<file path="config.mk">
export PLATFORM = sky130hd
export DESIGN_NAME = pap_top
export DESIGN_NICKNAME = d
export VERILOG_FILES = /design/src/core/pap_pkg.sv /design/src/core/pap_regbus_if.sv /design/src/core/pap_axil.sv /design/src/core/pap_top.sv
export VERILOG_INCLUDE_DIRS = /design/src /design/src/core
export SDC_FILE = /design/constraint.sdc
export NUM_CORES = 1
export LEC_CHECK = 0
export ABC_AREA = 1
export ABC_CLOCK_PERIOD_IN_PS = 4200
export BUFFER_PORTS_ARGS = -buffer_cell sky130_fd_sc_hd__buf_2
export CORE_MARGIN = 5
export CORE_UTILIZATION = 45
export DETAILED_ROUTE_END_ITERATION = 6
export GPL_ROUTABILITY_DRIVEN = 0
export PLACE_DENSITY = 0.73
export SLEW_MARGIN = 0
export SYNTH_ARGS = -nofsm -noshare
export SYNTH_HDL_FRONTEND = slang
export SYNTH_HIERARCHICAL = 1
export SYNTH_SLANG_ARGS = --single-unit
</file>
<file path="constraint.sdc">
create_clock -name clk -period 4.2 [get_ports clk]
set_input_delay 0.42 -clock clk [delete_from_list [all_inputs] [get_ports clk]]
set_output_delay 0.42 -clock clk [all_outputs]
set_load 0.05 [all_outputs]
</file>
<file path="src/core/pap_cfg.svh">
// Purpose: Named offsets, reset values, bit positions and counts of the port A pin logic.
// Assumes: Included by bare name from the bus slave and top design files and from the bench.
// Notes:   Definitions only; the guard keeps double inclusion harmless.
`ifndef PAP_CFG_SVH
`define PAP_CFG_SVH

// ****************************************************************
// Register map, byte addresses on the 32-bit register bus
// ****************************************************************
`define PAP_OFF_PIN      8'h00
`define PAP_OFF_LAT      8'h04
`define PAP_OFF_DIR      8'h08
`define PAP_OFF_ANA      8'h0c

// ****************************************************************
// Reset values and implemented-bit masks
// ****************************************************************
`define PAP_RST_LAT      8'h00
`define PAP_RST_DIR      8'hff
`define PAP_RST_ANA      8'h2f
`define PAP_ANA_MASK     8'h2f

// ****************************************************************
// Pin positions with alternate functions
// ****************************************************************
`define PAP_BIT_VREF     2
`define PAP_BIT_C1       4
`define PAP_BIT_C2       5
`define PAP_BIT_OSC_FB   6
`define PAP_BIT_OSC_IN   7

// ****************************************************************
// Cycle clock is the system clock divided by four
// ****************************************************************
`define PAP_CYC_DIV      3'h4
`define PAP_CYC_HALF     2'h2

// ****************************************************************
// Bus response codes
// ****************************************************************
`define PAP_RESP_OKAY    2'h0
`define PAP_RESP_SLVERR  2'h2

`endif

</file>
<file path="src/core/pap_pkg.sv">
// Purpose: Types shared by the port A pin logic and its register bus slave.
// Assumes: Used only through scoped names, never imported.
// Notes:   Oscillator modes are a plain encoding; state codes are one-hot.
package pap_pkg;

    // Oscillator configuration as seen by the port.
    typedef enum logic [2:0] {
        PAP_OSC_CRYSTAL        = 3'h0,
        PAP_OSC_RC_CLOCK_OUT   = 3'h1,
        PAP_OSC_RC_WITH_IO     = 3'h2,
        PAP_OSC_INT_CLOCK_OUT  = 3'h3,
        PAP_OSC_INT_WITH_IO    = 3'h4,
        PAP_OSC_EXT_CLOCK_OUT  = 3'h5,
        PAP_OSC_EXT_WITH_IO    = 3'h6
    } pap_osc_mode_t;

    // Write channel states of the bus slave.
    typedef enum logic [1:0] {
        PAP_WS_COLLECT = 2'h1,
        PAP_WS_RESP    = 2'h2
    } pap_wstate_t;

    // Read channel states of the bus slave.
    typedef enum logic [1:0] {
        PAP_RS_IDLE = 2'h1,
        PAP_RS_RESP = 2'h2
    } pap_rstate_t;

endpackage : pap_pkg

</file>
<file path="src/core/pap_regbus_if.sv">
// Purpose: Carries register accesses from the bus slave to the port register file.
// Assumes: One write pulse and one combinational read lookup per cycle.
// Notes:   Read data and error answer in the same cycle as the address.
interface pap_regbus_if;
    logic       wr_en;
    logic [7:0] wr_addr;
    logic [7:0] wr_data;
    logic       wr_be;
    logic       wr_err;
    logic [7:0] rd_addr;
    logic [7:0] rd_data;
    logic       rd_err;

    modport bus  (output wr_en, wr_addr, wr_data, wr_be, rd_addr, input wr_err, rd_data, rd_err);
    modport regs (input wr_en, wr_addr, wr_data, wr_be, rd_addr, output wr_err, rd_data, rd_err);
endinterface : pap_regbus_if

</file>
<file path="src/core/pap_axil.sv">
// Purpose: AXI4-Lite slave that turns bus transfers into register accesses.
// Assumes: One write and one read under way at a time; data in byte lane 0.
// Notes:   Address and data of a write are taken in either order.
`include "pap_cfg.svh"

module pap_axil (
    input  wire logic        clk,
    input  wire logic        rst_n,
    input  wire logic [7:0]  s_awaddr,
    input  wire logic        s_awvalid,
    output logic             s_awready,
    input  wire logic [31:0] s_wdata,
    input  wire logic [3:0]  s_wstrb,
    input  wire logic        s_wvalid,
    output logic             s_wready,
    output logic [1:0]       s_bresp,
    output logic             s_bvalid,
    input  wire logic        s_bready,
    input  wire logic [7:0]  s_araddr,
    input  wire logic        s_arvalid,
    output logic             s_arready,
    output logic [31:0]      s_rdata,
    output logic [1:0]       s_rresp,
    output logic             s_rvalid,
    input  wire logic        s_rready,
    pap_regbus_if.bus        rb
);

    pap_pkg::pap_wstate_t wstate_ff, nxt_wstate;
    pap_pkg::pap_rstate_t rstate_ff, nxt_rstate;
    logic                 aw_got_ff, w_got_ff, nxt_aw_got, nxt_w_got;
    logic [7:0]           awaddr_ff;
    logic [7:0]           wdata_ff;
    logic                 wbe_ff;
    logic                 aw_hs, w_hs, ar_hs, do_write;

    // ****************************************************************
    // Write channel
    // ****************************************************************
    // Both halves must be held before the store, so order on the bus does not matter.
    assign aw_hs      = s_awvalid & s_awready;
    assign w_hs       = s_wvalid & s_wready;
    assign do_write   = (wstate_ff == pap_pkg::PAP_WS_COLLECT) & aw_got_ff & w_got_ff;
    assign nxt_aw_got = ~do_write & (aw_got_ff | aw_hs);
    assign nxt_w_got  = ~do_write & (w_got_ff | w_hs);
    assign nxt_wstate = do_write ? pap_pkg::PAP_WS_RESP :
                        (s_bvalid & s_bready) ? pap_pkg::PAP_WS_COLLECT : wstate_ff;
    assign rb.wr_en   = do_write;
    assign rb.wr_addr = awaddr_ff;
    assign rb.wr_data = wdata_ff;
    assign rb.wr_be   = wbe_ff;

    // Ready is registered from the next state so the port comes from a flop.
    always_ff @(posedge clk or negedge rst_n) begin
        if (!rst_n) begin
            wstate_ff <= pap_pkg::PAP_WS_COLLECT;
            aw_got_ff <= 1'b0;
            w_got_ff  <= 1'b0;
            s_awready <= 1'b1;
            s_wready  <= 1'b1;
            s_bvalid  <= 1'b0;
            s_bresp   <= `PAP_RESP_OKAY;
        end else begin
            wstate_ff <= nxt_wstate;
            aw_got_ff <= nxt_aw_got;
            w_got_ff  <= nxt_w_got;
            s_awready <= ~nxt_aw_got & (nxt_wstate == pap_pkg::PAP_WS_COLLECT);
            s_wready  <= ~nxt_w_got & (nxt_wstate == pap_pkg::PAP_WS_COLLECT);
            s_bvalid  <= nxt_wstate == pap_pkg::PAP_WS_RESP;
            if (do_write) begin
                s_bresp <= rb.wr_err ? `PAP_RESP_SLVERR : `PAP_RESP_OKAY;
            end
        end
    end

    // Payload holders need no reset; they are read only once captured.
    always_ff @(posedge clk) begin
        if (aw_hs) begin
            awaddr_ff <= s_awaddr;
        end
        if (w_hs) begin
            wdata_ff <= s_wdata[7:0];
            wbe_ff   <= s_wstrb[0];
        end
    end

    // ****************************************************************
    // Read channel
    // ****************************************************************
    assign ar_hs      = s_arvalid & s_arready;
    assign rb.rd_addr = s_araddr;
    assign nxt_rstate = ar_hs ? pap_pkg::PAP_RS_RESP :
                        (s_rvalid & s_rready) ? pap_pkg::PAP_RS_IDLE : rstate_ff;

    // Upper 24 data bits always read as zero.
    always_ff @(posedge clk or negedge rst_n) begin
        if (!rst_n) begin
            rstate_ff <= pap_pkg::PAP_RS_IDLE;
            s_arready <= 1'b1;
            s_rvalid  <= 1'b0;
            s_rdata   <= 32'h0000_0000;
            s_rresp   <= `PAP_RESP_OKAY;
        end else begin
            rstate_ff <= nxt_rstate;
            s_arready <= nxt_rstate == pap_pkg::PAP_RS_IDLE;
            s_rvalid  <= nxt_rstate == pap_pkg::PAP_RS_RESP;
            if (ar_hs) begin
                s_rdata <= {24'h00_0000, rb.rd_data};
                s_rresp <= rb.rd_err ? `PAP_RESP_SLVERR : `PAP_RESP_OKAY;
            end
        end
    end

endmodule : pap_axil

</file>
<file path="src/core/pap_top.sv">
// Purpose: Pin logic of an eight-bit general-purpose port with shared alternate functions.
// Assumes: Pin levels are synchronous to clk; neighbours supply their selects as levels.
// Notes:   Pin outputs are registered, so a register change reaches the pins one edge later.
//
// The placing of the registers and the AXI4-Lite interface to the registers are this design's own decisions.
`include "pap_cfg.svh"

module pap_top (
    input  wire logic                  clk,
    input  wire logic                  rst_n,
    input  wire logic [7:0]            s_awaddr,
    input  wire logic                  s_awvalid,
    output logic                       s_awready,
    input  wire logic [31:0]           s_wdata,
    input  wire logic [3:0]            s_wstrb,
    input  wire logic                  s_wvalid,
    output logic                       s_wready,
    output logic [1:0]                 s_bresp,
    output logic                       s_bvalid,
    input  wire logic                  s_bready,
    input  wire logic [7:0]            s_araddr,
    input  wire logic                  s_arvalid,
    output logic                       s_arready,
    output logic [31:0]                s_rdata,
    output logic [1:0]                 s_rresp,
    output logic                       s_rvalid,
    input  wire logic                  s_rready,
    input  wire logic [7:0]            pin_in,
    output logic [7:0]                 pin_out,
    output logic [7:0]                 pin_oe,
    input  wire logic [7:0]            analog_select,
    input  wire logic                  cmp_out_en,
    input  wire logic                  comparator_one_output,
    input  wire logic                  comparator_two_output,
    input  wire logic                  ref_out_en,
    input  wire logic                  ref_low_in_en,
    input  wire pap_pkg::pap_osc_mode_t osc_mode,
    output logic                       comparator_reference_drive,
    output logic                       slave_select_n,
    output logic                       timer_zero_clock_in
);

    logic [7:0] lat_ff, dir_ff, ana_ff;
    logic [1:0] cyc_cnt_ff;
    logic       cyc_clk_ff;
    logic       boot_ff;
    logic       osc_io6, osc_clk6, osc_io7, ra2_in_off, cyc_tick;
    logic [7:0] ana_all, in_en, rd_pin, nxt_out, nxt_oe;
    logic       rd_sel_pin, rd_sel_lat, rd_sel_dir, rd_sel_ana;
    logic       wr_sel_pin, wr_sel_lat, wr_sel_dir, wr_sel_ana, wr_go;

    pap_regbus_if rb ();

    // ****************************************************************
    // Helpers
    // ****************************************************************
    // Word match on the register bus; the two low address bits are ignored.
    function automatic logic f_hit(input logic [7:0] addr, input logic [7:0] off);
        f_hit = addr[7:2] == off[7:2];
    endfunction : f_hit

    // Hides bits 7 and 6 when the oscillator owns those pins.
    function automatic logic [7:0] f_hide(input logic [7:0] val, input logic io6, input logic io7);
        f_hide = val & {io7, io6, 6'h3f};
    endfunction : f_hide

    // ****************************************************************
    // Bus slave
    // ****************************************************************
    pap_axil u_axil (
        .clk       (clk),
        .rst_n     (rst_n),
        .s_awaddr  (s_awaddr),
        .s_awvalid (s_awvalid),
        .s_awready (s_awready),
        .s_wdata   (s_wdata),
        .s_wstrb   (s_wstrb),
        .s_wvalid  (s_wvalid),
        .s_wready  (s_wready),
        .s_bresp   (s_bresp),
        .s_bvalid  (s_bvalid),
        .s_bready  (s_bready),
        .s_araddr  (s_araddr),
        .s_arvalid (s_arvalid),
        .s_arready (s_arready),
        .s_rdata   (s_rdata),
        .s_rresp   (s_rresp),
        .s_rvalid  (s_rvalid),
        .s_rready  (s_rready),
        .rb        (rb.bus)
    );

    // ****************************************************************
    // Pin ownership
    // ****************************************************************
    // Oscillator decode: which modes leave bits 6 and 7 to the port.
    assign osc_io6    = osc_mode inside {pap_pkg::PAP_OSC_RC_WITH_IO, pap_pkg::PAP_OSC_INT_WITH_IO,
                                         pap_pkg::PAP_OSC_EXT_WITH_IO};
    assign osc_clk6   = osc_mode inside {pap_pkg::PAP_OSC_RC_CLOCK_OUT, pap_pkg::PAP_OSC_INT_CLOCK_OUT,
                                         pap_pkg::PAP_OSC_EXT_CLOCK_OUT};
    assign osc_io7    = osc_mode inside {pap_pkg::PAP_OSC_INT_CLOCK_OUT, pap_pkg::PAP_OSC_INT_WITH_IO};
    // Analog ownership is the own select register or the converter's live select.
    assign ana_all    = (ana_ff | analog_select) & `PAP_ANA_MASK;
    assign ra2_in_off = ref_low_in_en | ref_out_en;
    // Input buffers: analog, reference and oscillator uses all switch them off.
    assign in_en      = ~ana_all & {osc_io7, osc_io6, 3'h7, ~ra2_in_off, 2'h3};
    assign rd_pin     = pin_in & in_en;

    // Drivers: direction 0 drives unless an override owns the pin; analog select plays no part.
    assign nxt_oe     = (~dir_ff & {osc_io7, osc_io6, 3'h7, ~ref_out_en, 2'h3})
                      | {1'b0, osc_clk6, 6'h00};
    // Comparator outputs take priority over latch data on bits 4 and 5.
    assign nxt_out    = {lat_ff[`PAP_BIT_OSC_IN],
                         osc_clk6 ? cyc_clk_ff : lat_ff[`PAP_BIT_OSC_FB],
                         cmp_out_en ? comparator_two_output : lat_ff[`PAP_BIT_C2],
                         cmp_out_en ? comparator_one_output : lat_ff[`PAP_BIT_C1],
                         lat_ff[3:0]};

    // ****************************************************************
    // Register decode
    // ****************************************************************
    assign rd_sel_pin = f_hit(rb.rd_addr, `PAP_OFF_PIN);
    assign rd_sel_lat = f_hit(rb.rd_addr, `PAP_OFF_LAT);
    assign rd_sel_dir = f_hit(rb.rd_addr, `PAP_OFF_DIR);
    assign rd_sel_ana = f_hit(rb.rd_addr, `PAP_OFF_ANA);
    assign wr_sel_pin = f_hit(rb.wr_addr, `PAP_OFF_PIN);
    assign wr_sel_lat = f_hit(rb.wr_addr, `PAP_OFF_LAT);
    assign wr_sel_dir = f_hit(rb.wr_addr, `PAP_OFF_DIR);
    assign wr_sel_ana = f_hit(rb.wr_addr, `PAP_OFF_ANA);
    assign wr_go      = rb.wr_en & rb.wr_be;
    assign rb.wr_err  = ~(wr_sel_pin | wr_sel_lat | wr_sel_dir | wr_sel_ana);
    assign rb.rd_err  = ~(rd_sel_pin | rd_sel_lat | rd_sel_dir | rd_sel_ana);
    // Pin read shows levels, latch read shows the latch; oscillator pins hide as zero.
    assign rb.rd_data = rd_sel_pin ? f_hide(rd_pin, osc_io6, osc_io7) :
                        rd_sel_lat ? f_hide(lat_ff, osc_io6, osc_io7) :
                        rd_sel_dir ? f_hide(dir_ff, osc_io6, osc_io7) :
                        rd_sel_ana ? ana_ff : 8'h00;

    // ****************************************************************
    // Registers
    // ****************************************************************
    // A write to the pin register lands in the latch, just as a latch write does.
    always_ff @(posedge clk or negedge rst_n) begin
        if (!rst_n) begin
            lat_ff <= `PAP_RST_LAT;
            dir_ff <= `PAP_RST_DIR;
            ana_ff <= `PAP_RST_ANA;
        end else if (wr_go) begin
            if (wr_sel_pin | wr_sel_lat) begin
                lat_ff <= rb.wr_data;
            end
            if (wr_sel_dir) begin
                dir_ff <= rb.wr_data;
            end
            if (wr_sel_ana) begin
                ana_ff <= rb.wr_data & `PAP_ANA_MASK;
            end
        end
    end

    // ****************************************************************
    // Cycle clock divider
    // ****************************************************************
    // The enable ticks every half period, so the output toggles at clk divided by four.
    assign cyc_tick = cyc_cnt_ff == (`PAP_CYC_HALF - 2'h1);

    always_ff @(posedge clk or negedge rst_n) begin
        if (!rst_n) begin
            cyc_cnt_ff <= 2'h0;
            cyc_clk_ff <= 1'b0;
        end else begin
            cyc_cnt_ff <= cyc_tick ? 2'h0 : cyc_cnt_ff + 2'h1;
            cyc_clk_ff <= cyc_clk_ff ^ cyc_tick;
        end
    end

    // ****************************************************************
    // Registered pin and side outputs
    // ****************************************************************
    // Registering costs a cycle of latency but keeps glitches off the pads.
    always_ff @(posedge clk or negedge rst_n) begin
        if (!rst_n) begin
            pin_out                    <= 8'h00;
            pin_oe                     <= 8'h00;
            comparator_reference_drive <= 1'b0;
            slave_select_n             <= 1'b1;
            timer_zero_clock_in        <= 1'b0;
            boot_ff                    <= 1'b0;
        end else begin
            pin_out                    <= nxt_out;
            pin_oe                     <= nxt_oe;
            comparator_reference_drive <= ref_out_en;
            slave_select_n             <= dir_ff[`PAP_BIT_C2] ? pin_in[`PAP_BIT_C2] : 1'b1;
            timer_zero_clock_in        <= pin_in[`PAP_BIT_C1];
            boot_ff                    <= 1'b1;
        end
    end
endmodule : pap_top

</file>
==> results of run 1 <==
-- sequential cells by signal, summed over array words and instances (netlist names), 2 cells and up --
| name | cells |
|---|---|
| cyc_cnt_ff | 2 |
| u_axil/wstate_ff | 2 |
| dir_ff | 8 |
| lat_ff | 8 |
| u_axil/rb.wr_addr | 6 |
| pin_oe | 8 |
| u_axil/rb.wr_data | 8 |
| ana_ff | 5 |
| pin_out | 8 |
| u_axil/s_rdata | 8 |
| u_axil/rstate_ff | 2 |
-- routing by layer --
layer,global-route usage,part of all wire
met5,0,0
met4,0.06283,0.017
met3,0.05000,0.092
met2,0.2246,0.45
met1,0.1831,0.44
-- power by group --
| group | internal (uW) | switching [uW] |
|---|---|---|
| clock network | 282 | 287 |
| logic | 111 | 384 |
| registers | 918 | 65.5 |
-- metrics by stage --
stage / total power (uW) / instance area [um2]
finish: 2048 / 4025
CTS: 2074 / 4025
global placement: 1483 / 3821
global route: 2162 / 4025
floorplan: 1400 / 3582
detailed placement: 1496 / 3821
-- how the worst max path moves through the flow --
stage	from	to	slack, ns	depth (start not counted)
5_1_grt	u_axil/wstate_ff[0]$_DFF_PN1_	lat_ff[0]$_DFFE_PN0P_	2.20	7
3_5_place_dp	u_axil/wstate_ff[0]$_DFF_PN1_	lat_ff[4]$_DFFE_PN0P_	2.41	7
4_1_cts	u_axil/wstate_ff[0]$_DFF_PN1_	lat_ff[4]$_DFFE_PN0P_	2.39	7
3_3_place_gp	u_axil/wstate_ff[0]$_DFF_PN1_	lat_ff[0]$_DFFE_PN0P_	2.44	7
2_1_floorplan	u_axil/wstate_ff[0]$_DFF_PN1_	lat_ff[0]$_DFFE_PN0P_	2.70	8
6_report	u_axil/wstate_ff[0]$_DFF_PN1_	lat_ff[4]$_DFFE_PN0P_	2.42	7
-- area by class of cell --
type	count	area (um2)	area share
flip-flops and latches	79	2076	0.5157
multi-input cells	213	1046	0.2599
repair buffers	83	417.9	0.1038
inverters	41	153.9	0.03823
well taps	102	127.6	0.03171
clock buffers	9	123.9	0.03077
clock inverters	7	80.08	0.01989
==> impl_table.tex, run 1 <==
\begin{tabular}{lr}
\hline
Metric & Value \\
\hline
\multicolumn{2}{l}{\textbf{Status}} \\
\quad Outcome & complete, no violations \\
\multicolumn{2}{l}{\textbf{Floorplan}} \\
\quad Area inside the core boundary & 7647 um2 \\
\quad Count of pins on the block boundary & 143 \\
\quad Die Outline Area & 9613 um2 \\
\quad Row Count & 32 \\
\quad Initial standard-cell utilization of the core & 0.4562 \\
\quad Die boundary width & 98.05 um \\
\quad Die outline height & 98.05 um \\
\multicolumn{2}{l}{\textbf{Global route}} \\
\quad Total overflow reported by the global router & 0 \\
\quad Wire length of the first global-routing pass & 11210 um \\
\quad Pin count of the biggest net entering global routing & 65 \\
\quad Number of global-route vias before repair & 2460 \\
\quad Initial antenna violation count & 0 \\
\quad Overall fraction of global-route tracks in use & 0.1443 \\
\multicolumn{2}{l}{\textbf{Logic synthesis}} \\
\quad Post-Syn Instances & 347 \\
\quad Total standard cell area after synthesis & 3488 um2 \\
\quad Average size of a mapped cell & 10.05 um2 \\
\quad Number of synthesis warnings & 6 \\
\multicolumn{2}{l}{\textbf{Clocking}} \\
\quad CTS Hold Bufs & 0 \\
\quad Post-CTS setup repair buffer count & 0 \\
\quad Clock buffers created by TritonCTS & 9 \\
\quad CTS clk-pin slew, worst paths & 0.09 ns \\
\quad Clk buf depth & 2 \\
\quad Clock latency on the worst-skew pair & 0.34 ns \\
\quad Clock net sink count & 79 \\
\quad Clock tree from TritonCTS & built \\
\quad Post-CTS resize count & 0 \\
\quad Max H-tree Level & 3 \\
\quad Root cell of the clock tree & sky130\_fd\_sc\_hd\_\_clkbuf\_8 \\
\multicolumn{2}{l}{\textbf{Timing}} \\
\quad Final max-slew violation count & 0 \\
\quad Transition time at the pin with the least slew margin & 0.8000 ns \\
\quad Largest clock skew in the final design & 0.007543 ns \\
\quad Final Hold Slack & 0.1938 ns \\
\quad Endpoints failing hold & 0 \\
\quad Final worst-path cycle share & 0.4240 \\
\quad Remaining max-slew budget at the tightest pin & 0.4667 \\
\quad Achievable frequency & 0.5616 GHz \\
\quad \# setup viols final & 0 \\
\quad Setup slack of the critical path after layout & 2.419 ns \\
\quad Shortest period the worst path allows & 1.781 ns \\
\quad Setup TNS & 0 ns \\
\quad Unrepaired setup endpoints after global routing & no \\
\multicolumn{2}{l}{\textbf{Setup path}} \\
\quad Depth of the worst register-to-register path & 7 \\
\quad Ordered cell list for the critical path & inv\_1 > nor2\_2 > nand2\_2 > inv\_2 > nand2\_1 > nor3\_4 > o21ai\_0 \\
\quad Largest fanout of any net on the critical path & 16 \\
\quad Kind of cell with the highest combined delay on the critical path & simple AND/OR/NAND/NOR gates \\
\quad CP required & 4.40 ns \\
\quad Setup slack of the worst register-to-register path & 2.42 ns \\
\quad Crit. End Element & flip-flop \\
\quad Buf/Inv on CP & 2 \\
\quad R2r endpoint & lat\_ff[4]\$\_DFFE\_PN0P\_ \\
\quad CP max stage cell & sky130\_fd\_sc\_hd\_\_dfstp\_2 \\
\quad Crit path kind & flip-flop to flip-flop \\
\quad Arrival time worst endpoint & 1.98 ns \\
\quad Kind of start point of the critical path & flip-flop \\
\quad Source of the worst register-to-register timing path & u\_axil/wstate\_ff[0]\$\_DFF\_PN1\_ \\
\quad Delay of the slowest cell on the worst path & 0.52 ns \\
\multicolumn{2}{l}{\textbf{Route}} \\
\quad Remaining routing DRC violations & 0 \\
\quad Length of the first detailed-routing pass in iterations & 4 \\
\quad Vias after detailed routing & 2406 \\
\quad Final WL & 6662 um \\
\quad Wire length per cell after detailed routing & 12.48 um \\
\quad Number of DRC markers in iteration 0 & 108 \\
\quad Detail-routed via count per cell & 4.506 \\
\quad Number of nets with antenna violations after detailed routing & 0 \\
\multicolumn{2}{l}{\textbf{Min path}} \\
\quad Hold/Removal Path Class & primary input to flip-flop \\
\quad Min-delay src & pin\_in[4] \\
\quad Number of stages on the worst hold path & 1 \\
\quad Endpoint of the worst hold-timing path & timer\_zero\_clock\_in\$\_DFF\_PN0\_ \\
\multicolumn{2}{l}{\textbf{Final layout}} \\
\quad Final cell count without fillers & 534 \\
\quad Leading cell types in the layout, fill and taps excluded & 82 x sky130\_fd\_sc\_hd\_\_buf\_2, 74 x sky130\_fd\_sc\_hd\_\_nand2\_1, 45 x sky130\_fd\_sc\_hd\_\_dfrtp\_1 \\
\quad Layout Nets & 510 \\
\quad Fill cell instance count of the final layout & 737 \\
\quad Post-route core utilization & 0.5263 \\
\quad Most common library cell in the layout ignoring fill and taps & sky130\_fd\_sc\_hd\_\_buf\_2 \\
\quad Layout cell share with drive strength beyond 1 & 0.3310 \\
\quad Area growth from synthesis to layout & 15.39\% \\
\quad Inserted Diodes & 0 \\
\multicolumn{2}{l}{\textbf{Job}} \\
\quad Count of maximum capacitance violations & 0 \\
\multicolumn{2}{l}{\textbf{Place}} \\
\quad Number of cells after detailed placement & 518 \\
\quad Worst setup slack before clock tree synthesis & 2.407 ns \\
\quad Detail Placement HPWL & 4996 um \\
\quad Buffers added on ports & 82 \\
\multicolumn{2}{l}{\textbf{Power and ir drop}} \\
\quad PD cells & 508.8 nW/um2 \\
\quad Worst-case vdd ir drop & 0.3596 mV \\
\quad Cell leakage power & 0.001990 uW \\
\hline
\end{tabular}
Note: power is estimated with default switching activity, not from simulation.
==> inputs of run 2 (changes only) <==
ABC_CLOCK_PERIOD_IN_PS = 1500   (was 4200)
CORE_UTILIZATION = 44   (was 45)
PLACE_DENSITY = 0.75   (was 0.73)
clock period = 1.5 ns   (was 4.2 ns; I/O delays follow)
==> impl_table.tex, run 2 (synthesis gave the netlist of run 1 again) <==
\begin{tabular}{lr}
\hline
Metric & Value \\
\hline
\multicolumn{2}{l}{\textbf{Setup path}} \\
\quad Crit path kind & flip-flop to flip-flop \\
\quad Kind of start point of the critical path & flip-flop \\
\quad Arrival time worst endpoint & 1.79 ns (-0.19 ns) \\
\quad Crit. End Element & flip-flop \\
\quad Largest fanout of any net on the critical path & 5 (-11) \\
\quad CP required & 1.79 ns (-2.61 ns) \\
\multicolumn{2}{l}{\textbf{Power and ir drop}} \\
\quad Internal cell power & 3878 uW (+200\%) \\
\quad Share of power burned in combinational logic & 0.257 (+0.015) \\
\quad Sequential group share of total power & 0.460 (-0.020) \\
\quad Clock share of power & 0.283 (+0.005) \\
\quad Worst-case vdd ir drop & 0.9925 mV (+180\%) \\
\quad Power spent charging and discharging nets & 2136 uW (+190\%) \\
\quad Cell leakage power & 0.002156 uW (+8.3\%) \\
\quad Switching Fraction & 0.3552 (-0.004343) \\
\quad PD cells & 1349 nW/um2 (+170\%) \\
\multicolumn{2}{l}{\textbf{Route}} \\
\quad Number of nets with antenna violations after detailed routing & 0 (unchanged) \\
\quad Wire length per cell after detailed routing & 13.11 um (+5.1\%) \\
\quad Detail-routed via count per cell & 4.574 (+1.5\%) \\
\quad Final WL & 7396 um (+11\%) \\
\quad Remaining routing DRC violations & 0 (unchanged) \\
\quad Number of DRC markers in iteration 0 & 105 (-2.8\%) \\
\quad Length of the first detailed-routing pass in iterations & 4 (unchanged) \\
\quad Vias after detailed routing & 2580 (+7.2\%) \\
\multicolumn{2}{l}{\textbf{Clocking}} \\
\quad Root cell of the clock tree & sky130\_fd\_sc\_hd\_\_clkbuf\_8 \\
\quad CTS clk-pin slew, worst paths & 0.08 ns (about the same) \\
\quad Clock tree from TritonCTS & built \\
\quad Clock net sink count & 79 (unchanged) \\
\quad Clock buffers created by TritonCTS & 9 (unchanged) \\
\quad Clk buf depth & 2 (unchanged) \\
\quad Max H-tree Level & 3 (unchanged) \\
\quad Clock latency on the worst-skew pair & 0.35 ns (about the same) \\
\multicolumn{2}{l}{\textbf{Global route}} \\
\quad Overall fraction of global-route tracks in use & 0.1467 (+0.002461) \\
\quad Number of global-route vias before repair & 2568 (+4.4\%) \\
\quad Wire length of the first global-routing pass & 11560 um (+3.1\%) \\
\quad Pin count of the biggest net entering global routing & 65 (unchanged) \\
\quad Initial antenna violation count & 0 (unchanged) \\
\quad Total overflow reported by the global router & 0 (unchanged) \\
\multicolumn{2}{l}{\textbf{Min path}} \\
\quad Hold/Removal Path Class & primary input to flip-flop \\
\multicolumn{2}{l}{\textbf{Timing}} \\
\quad Final worst-path cycle share & 0.9955 (+0.5715) \\
\quad Shortest period the worst path allows & 1.493 ns (-0.2874 ns) \\
\quad Unrepaired setup endpoints after global routing & yes \\
\quad Setup TNS & 0 ns (unchanged) \\
\quad \# setup viols final & 0 (unchanged) \\
\quad Setup slack of the critical path after layout & 0.006747 ns (-2.413 ns) \\
\quad Endpoints failing hold & 0 (unchanged) \\
\quad Final max-slew violation count & 0 (unchanged) \\
\quad Largest clock skew in the final design & 0.01129 ns (+0.003742 ns) \\
\quad Final Hold Slack & 0.03293 ns (-0.1608 ns) \\
\quad Achievable frequency & 0.6697 GHz (+19\%) \\
\multicolumn{2}{l}{\textbf{Final layout}} \\
\quad Inserted Diodes & 0 (unchanged) \\
\quad Layout Nets & 540 (+5.9\%) \\
\quad Leading cell types in the layout, fill and taps excluded & 81 x sky130\_fd\_sc\_hd\_\_buf\_2, 61 x sky130\_fd\_sc\_hd\_\_nand2\_1, 45 x sky130\_fd\_sc\_hd\_\_dfrtp\_1 \\
\quad Layout cell share with drive strength beyond 1 & 0.3810 (+0.04993) \\
\quad Most common library cell in the layout ignoring fill and taps & sky130\_fd\_sc\_hd\_\_buf\_2 \\
\quad Area growth from synthesis to layout & 27.76\% \\
\multicolumn{2}{l}{\textbf{Place}} \\
\quad Buffers added on ports & 82 (unchanged) \\
\quad Detail Placement HPWL & 5256 um (+5.2\%) \\
\quad Worst setup slack before clock tree synthesis & -0.04751 ns (-2.455 ns) \\
\multicolumn{2}{l}{\textbf{Job}} \\
\quad Count of maximum capacitance violations & 0 (unchanged) \\
\multicolumn{2}{l}{\textbf{Floorplan}} \\
\quad Die outline height & 99.04 um (+1.0\%) \\
\quad Die boundary width & 99.04 um (+1.0\%) \\
\quad Initial standard-cell utilization of the core & 0.4514 (-0.004727) \\
\quad Die Outline Area & 9809 um2 (+2.0\%) \\
\quad Count of pins on the block boundary & 143 (unchanged) \\
\quad Area inside the core boundary & 7727 um2 (+1.0\%) \\
\quad Row Count & 32 (unchanged) \\
\multicolumn{2}{l}{\textbf{Status}} \\
\quad Outcome & complete, no violations \\
\hline
\end{tabular}
run 2: cell types whose count changed in the layout (fill, tap and decap cells not counted), sizes merged:
cell	delta
buf	+8
clkinv	-2
clkinvlp	+1
clkbuf	+2
nand2	+2
dlygate4sd3	+19
run 2: routing by layer:
layer  global-route usage  wire [um]  share of wire
met5                    0          0              0
met4              0.06303        124          0.017
met3              0.04246        567          0.077
met2               0.2361       3703           0.50
met1               0.1846       3001           0.41
run 2: stage by stage:
step | cell area, um2 | utilization | total power (uW) | cells
final | 4457 | 0.5767 | 6014 | 564
after global routing | 4457 | 0.5767 | 6309 | 564
after CTS | 4318 | 0.5588 | 6014 | 560
after detailed placement | 3899 | 0.5045 | 4248 | 525
after global placement | 3899 | 0.5045 | 4205 | 525
after floorplan | 3582 | - | 3919 | 372
run 2: repair_timing:
action,4_1_cts,5_1_grt
pin swaps,2,8
setup buffers,0,2
gates cloned,0,2
endpoints found under the setup margin,5,22
hold endpoints to repair,64,0
resized for setup,3,35
hold buffers,19,0
run 2: power by group through the flow:
| stage | Sequential (uW) | Combinational, uW | Clock (uW) |
|---|---|---|---|
| 6_report | 2770 | 1540 | 1700 |
| 5_1_grt | 2810 | 1660 | 1850 |
| 4_1_cts | 2750 | 1500 | 1760 |
| 3_5_place_dp | 2790 | 1450 | 0 |
| 3_3_place_gp | 2780 | 1420 | 0 |
| 2_1_floorplan | 3200 | 722 | 0 |
run 2: worst max-delay path, cell delays in order (launching register included):
cell and delay [ns]:
sky130_fd_sc_hd__dfstp_2 0.53, sky130_fd_sc_hd__inv_2 0.04, sky130_fd_sc_hd__nor2_2 0.09, sky130_fd_sc_hd__nand2_2 0.07, sky130_fd_sc_hd__inv_2 0.08, sky130_fd_sc_hd__nand3_2 0.09, sky130_fd_sc_hd__nor2_4 0.14, sky130_fd_sc_hd__buf_12 0.15
sky130_fd_sc_hd__buf_6 0.12, sky130_fd_sc_hd__nand3_2 0.06, sky130_fd_sc_hd__nand2_1 0.08
run 2: layout make-up:
class	instances	area (um2)
Tap cell	102	127.6
Multi-Input combinational cell	215	1159
Sequential cell	79	2076
Clock inverter	6	72.57
Clock buffer	10	148.9
Fill cell	675	3271
Timing Repair Buffer	111	719.4
Inverter	41	153.9
run 2: path summary, 6_finish.rpt:
kind | start | end | slack [ns] | depth (start not counted)
max | u_axil/wstate_ff[0]$_DFF_PN1_ | dir_ff[7]$_DFFE_PN1P_ | 0.007 | 10
min | comparator_one_output | pin_out[4]$_DFF_PN0_ | 0.03 | 3
max reg2reg | u_axil/wstate_ff[0]$_DFF_PN1_ | dir_ff[7]$_DFFE_PN1P_ | 0.007 | 10
min reg2reg | lat_ff[0]$_DFFE_PN0P_ | pin_out[0]$_DFF_PN0_ | 0.43 | 0
max in group asynchronous | rst_n | u_axil/wstate_ff[0]$_DFF_PN1_ | 0.85 | 3
min in group asynchronous | rst_n | pin_out[4]$_DFF_PN0_ | 0.33 | 3
==> inputs of run 3 (changes only) <==
ABC_AREA = 0   (was 1)
CORE_UTILIZATION = 43   (was 44)
PLACE_DENSITY = 0.74   (was 0.75)
==> impl_table.tex, run 3 <==
\begin{tabular}{lr}
\hline
Metric & Value \\
\hline
\multicolumn{2}{l}{\textbf{Timing}} \\
\quad Setup TNS & -6.609 ns (-6.609 ns) \\
\quad Final Hold Slack & 0.03020 ns (-0.002729 ns) \\
\quad \# setup viols final & 21 (+21) \\
\quad Final max-slew violation count & 0 (unchanged) \\
\quad Shortest period the worst path allows & 1.836 ns (+0.3431 ns) \\
\quad Unrepaired setup endpoints after global routing & yes \\
\quad Setup slack of the critical path after layout & -0.3363 ns (-0.3431 ns) \\
\quad Final worst-path cycle share & 1.224 (+0.2287) \\
\quad Largest clock skew in the final design & 0.004957 ns (-0.006328 ns) \\
\quad Achievable frequency & 0.5446 GHz (-19\%) \\
\quad Endpoints failing hold & 0 (unchanged) \\
\multicolumn{2}{l}{\textbf{Setup path}} \\
\quad Worst path most repeated cell & sky130\_fd\_sc\_hd\_\_buf\_6 \\
\quad Crit. End Element & flip-flop \\
\quad Arrival time worst endpoint & 2.06 ns (+0.27 ns) \\
\quad Ordered cell list for the critical path & or4\_4 > buf\_6 > nor3\_4 > buf\_6 > mux2\_4 \\
\quad Largest fanout of any net on the critical path & 4 (-1) \\
\quad Delay of the slowest cell on the worst path & 0.56 ns (+0.03 ns) \\
\quad CP max stage cell & sky130\_fd\_sc\_hd\_\_or4\_4 \\
\quad Kind of start point of the critical path & flip-flop \\
\quad CP required & 1.73 ns (-0.06 ns) \\
\quad Crit path kind & flip-flop to flip-flop \\
\multicolumn{2}{l}{\textbf{Floorplan}} \\
\quad Initial standard-cell utilization of the core & 0.4370 (-0.01442) \\
\quad Die boundary width & 98.16 um (-0.89\%) \\
\quad Die outline height & 98.16 um (-0.89\%) \\
\quad Count of pins on the block boundary & 143 (unchanged) \\
\quad Row Count & 32 (unchanged) \\
\quad Area inside the core boundary & 7647 um2 (-1.0\%) \\
\quad Die Outline Area & 9635 um2 (-1.8\%) \\
\multicolumn{2}{l}{\textbf{Global route}} \\
\quad Wire length of the first global-routing pass & 11340 um (-1.9\%) \\
\quad Pin count of the biggest net entering global routing & 29 (-55\%) \\
\quad Overall fraction of global-route tracks in use & 0.1506 (+0.003921) \\
\quad Initial antenna violation count & 0 (unchanged) \\
\quad Number of global-route vias before repair & 2255 (-12\%) \\
\quad Total overflow reported by the global router & 0 (unchanged) \\
\multicolumn{2}{l}{\textbf{Final layout}} \\
\quad Layout cell share with drive strength beyond 1 & 0.5178 (+0.1369) \\
\quad Area taken by flip-flops and latches & 2076 um2 (unchanged) \\
\quad Area taken by multi-input logic gates & 1152 um2 (-0.54\%) \\
\quad Area growth from synthesis to layout & 30.55\% \\
\quad Leading cell types in the layout, fill and taps excluded & 82 x sky130\_fd\_sc\_hd\_\_buf\_2, 45 x sky130\_fd\_sc\_hd\_\_dfrtp\_1, 26 x sky130\_fd\_sc\_hd\_\_mux2\_4, 26 x sky130\_fd\_sc\_hd\_\_conb\_1 \\
\quad Post-route core utilization & 0.5705 (-0.006232) \\
\quad Inserted Diodes & 0 (unchanged) \\
\quad Most common library cell in the layout ignoring fill and taps & sky130\_fd\_sc\_hd\_\_buf\_2 \\
\quad Fill cell instance count of the final layout & 636 (-5.8\%) \\
\quad Layout Nets & 443 (-18\%) \\
\quad Post-route design area & 4363 um2 (-2.1\%) \\
\multicolumn{2}{l}{\textbf{Clocking}} \\
\quad Clk buf depth & 2 (unchanged) \\
\quad Clock tree from TritonCTS & built \\
\quad Clock buffers created by TritonCTS & 9 (unchanged) \\
\quad Clock latency on the worst-skew pair & 0.34 ns (about the same) \\
\quad Max H-tree Level & 3 (unchanged) \\
\quad Root cell of the clock tree & sky130\_fd\_sc\_hd\_\_clkbuf\_8 \\
\quad Clock net sink count & 79 (unchanged) \\
\quad CTS clk-pin slew, worst paths & 0.08 ns (about the same) \\
\multicolumn{2}{l}{\textbf{Place}} \\
\quad Detail Placement HPWL & 5240 um (-0.30\%) \\
\quad Worst setup slack before clock tree synthesis & -0.4054 ns (-0.3579 ns) \\
\quad Cell area after placement & 3936 um2 (+0.96\%) \\
\quad Buffers added on ports & 82 (unchanged) \\
\multicolumn{2}{l}{\textbf{Route}} \\
\quad Number of nets with antenna violations after detailed routing & 0 (unchanged) \\
\quad Detail-routed via count per cell & 4.630 (+1.2\%) \\
\quad Remaining routing DRC violations & 0 (unchanged) \\
\quad Vias after detailed routing & 2162 (-16\%) \\
\quad Final WL & 7077 um (-4.3\%) \\
\quad Wire length per cell after detailed routing & 15.15 um (+16\%) \\
\quad Number of DRC markers in iteration 0 & 75 (-29\%) \\
\quad Length of the first detailed-routing pass in iterations & 4 (unchanged) \\
\multicolumn{2}{l}{\textbf{Power and ir drop}} \\
\quad PD cells & 1014 nW/um2 (-25\%) \\
\quad Worst-case vdd ir drop & 0.5527 mV (-44\%) \\
\quad Cell leakage power & 0.002080 uW (-3.5\%) \\
\multicolumn{2}{l}{\textbf{Logic synthesis}} \\
\quad Average size of a mapped cell & 13.87 um2 (+38\%) \\
\quad Total standard cell area after synthesis & 3342 um2 (-4.2\%) \\
\quad Number of synthesis warnings & 6 (unchanged) \\
\quad Post-Syn Instances & 241 (-31\%) \\
\multicolumn{2}{l}{\textbf{Min path}} \\
\quad Hold/Removal Path Class & primary input to flip-flop \\
\multicolumn{2}{l}{\textbf{Job}} \\
\quad Count of maximum capacitance violations & 0 (unchanged) \\
\multicolumn{2}{l}{\textbf{Status}} \\
\quad Outcome & finished with violations \\
\quad Failing checks & setup timing \\
\hline
\end{tabular}
==> run 3: final timing paths <==
| kind | start | end | slack (ns) | cells after the start |
|---|---|---|---|---|
| max | u_axil/rb.wr_addr[5]$_DFFE_PP_ | lat_ff[7]$_DFFE_PN0P_ | -0.34 | 5 |
| min | pin_in[5] | slave_select_n$_DFF_PN1_ | 0.03 | 2 |
| max reg2reg | u_axil/rb.wr_addr[5]$_DFFE_PP_ | lat_ff[7]$_DFFE_PN0P_ | -0.34 | 5 |
| min reg2reg | lat_ff[0]$_DFFE_PN0P_ | pin_out[0]$_DFF_PN0_ | 0.42 | 0 |
| max in group asynchronous | rst_n | ana_ff[5]$_DFFE_PN1P_ | 0.62 | 3 |
| min in group asynchronous | rst_n | u_axil/wstate_ff[1]$_DFF_PN0_ | 0.29 | 2 |
==> run 3: layer usage <==
| layer | wire length [um] | vias up | track usage |
|---|---|---|---|
| li1 | - | 1026 | - |
| met1 | 2982 | 1053 | 0.1851 |
| met2 | 3551 | 74 | 0.2545 |
| met3 | 446 | 9 | 0.03857 |
| met4 | 97 | 0 | 0.05987 |
| met5 | 0 | - | 0 |
==> run 3: where the power goes <==
group | switching (uW) | internal (uW) | leakage [uW]
Sequential | 47.3 | 2290 | 0.000903
Combinational | 521 | 242 | 0.00109
Clock | 742 | 585 | 0.0000862
==> run 3: worst max-delay path, delay by kind of cell (launching register included) <==
kind	cells	cell delay [ns]
buffers and inverters	2	0.30
muxes	1	0.30
DFF	1	0.36
and+or+nand+nor	2	0.76
==> run 3: what timing repair did <==
| action | 4_1_cts | 5_1_grt |
|---|---|---|
| hold buffers | 19 | 0 |
| setup buffers | 0 | 1 |
| pin swaps | 3 | 4 |
| gates resized for setup | 6 | 11 |
| endpoints found under the setup margin | 21 | 22 |
| hold endpoints to repair | 30 | 0 |
==> run 3: through the flow <==
step           instances  total power, uW
6_report             467             4426
5_1_grt              467             4626
4_1_cts              466             4474
3_5_place_dp         431             3108
3_3_place_gp         431             3096
2_1_floorplan        266             2943
==> run 3: cell type report <==
cell class	count	share of cell area
inverter	10	0.008603
clock buffer	9	0.02839
tap	102	0.02925
sequential	79	0.4758
timing repair buffer	123	0.1847
clock inverter	7	0.009177
multi-input combinational	137	0.2641
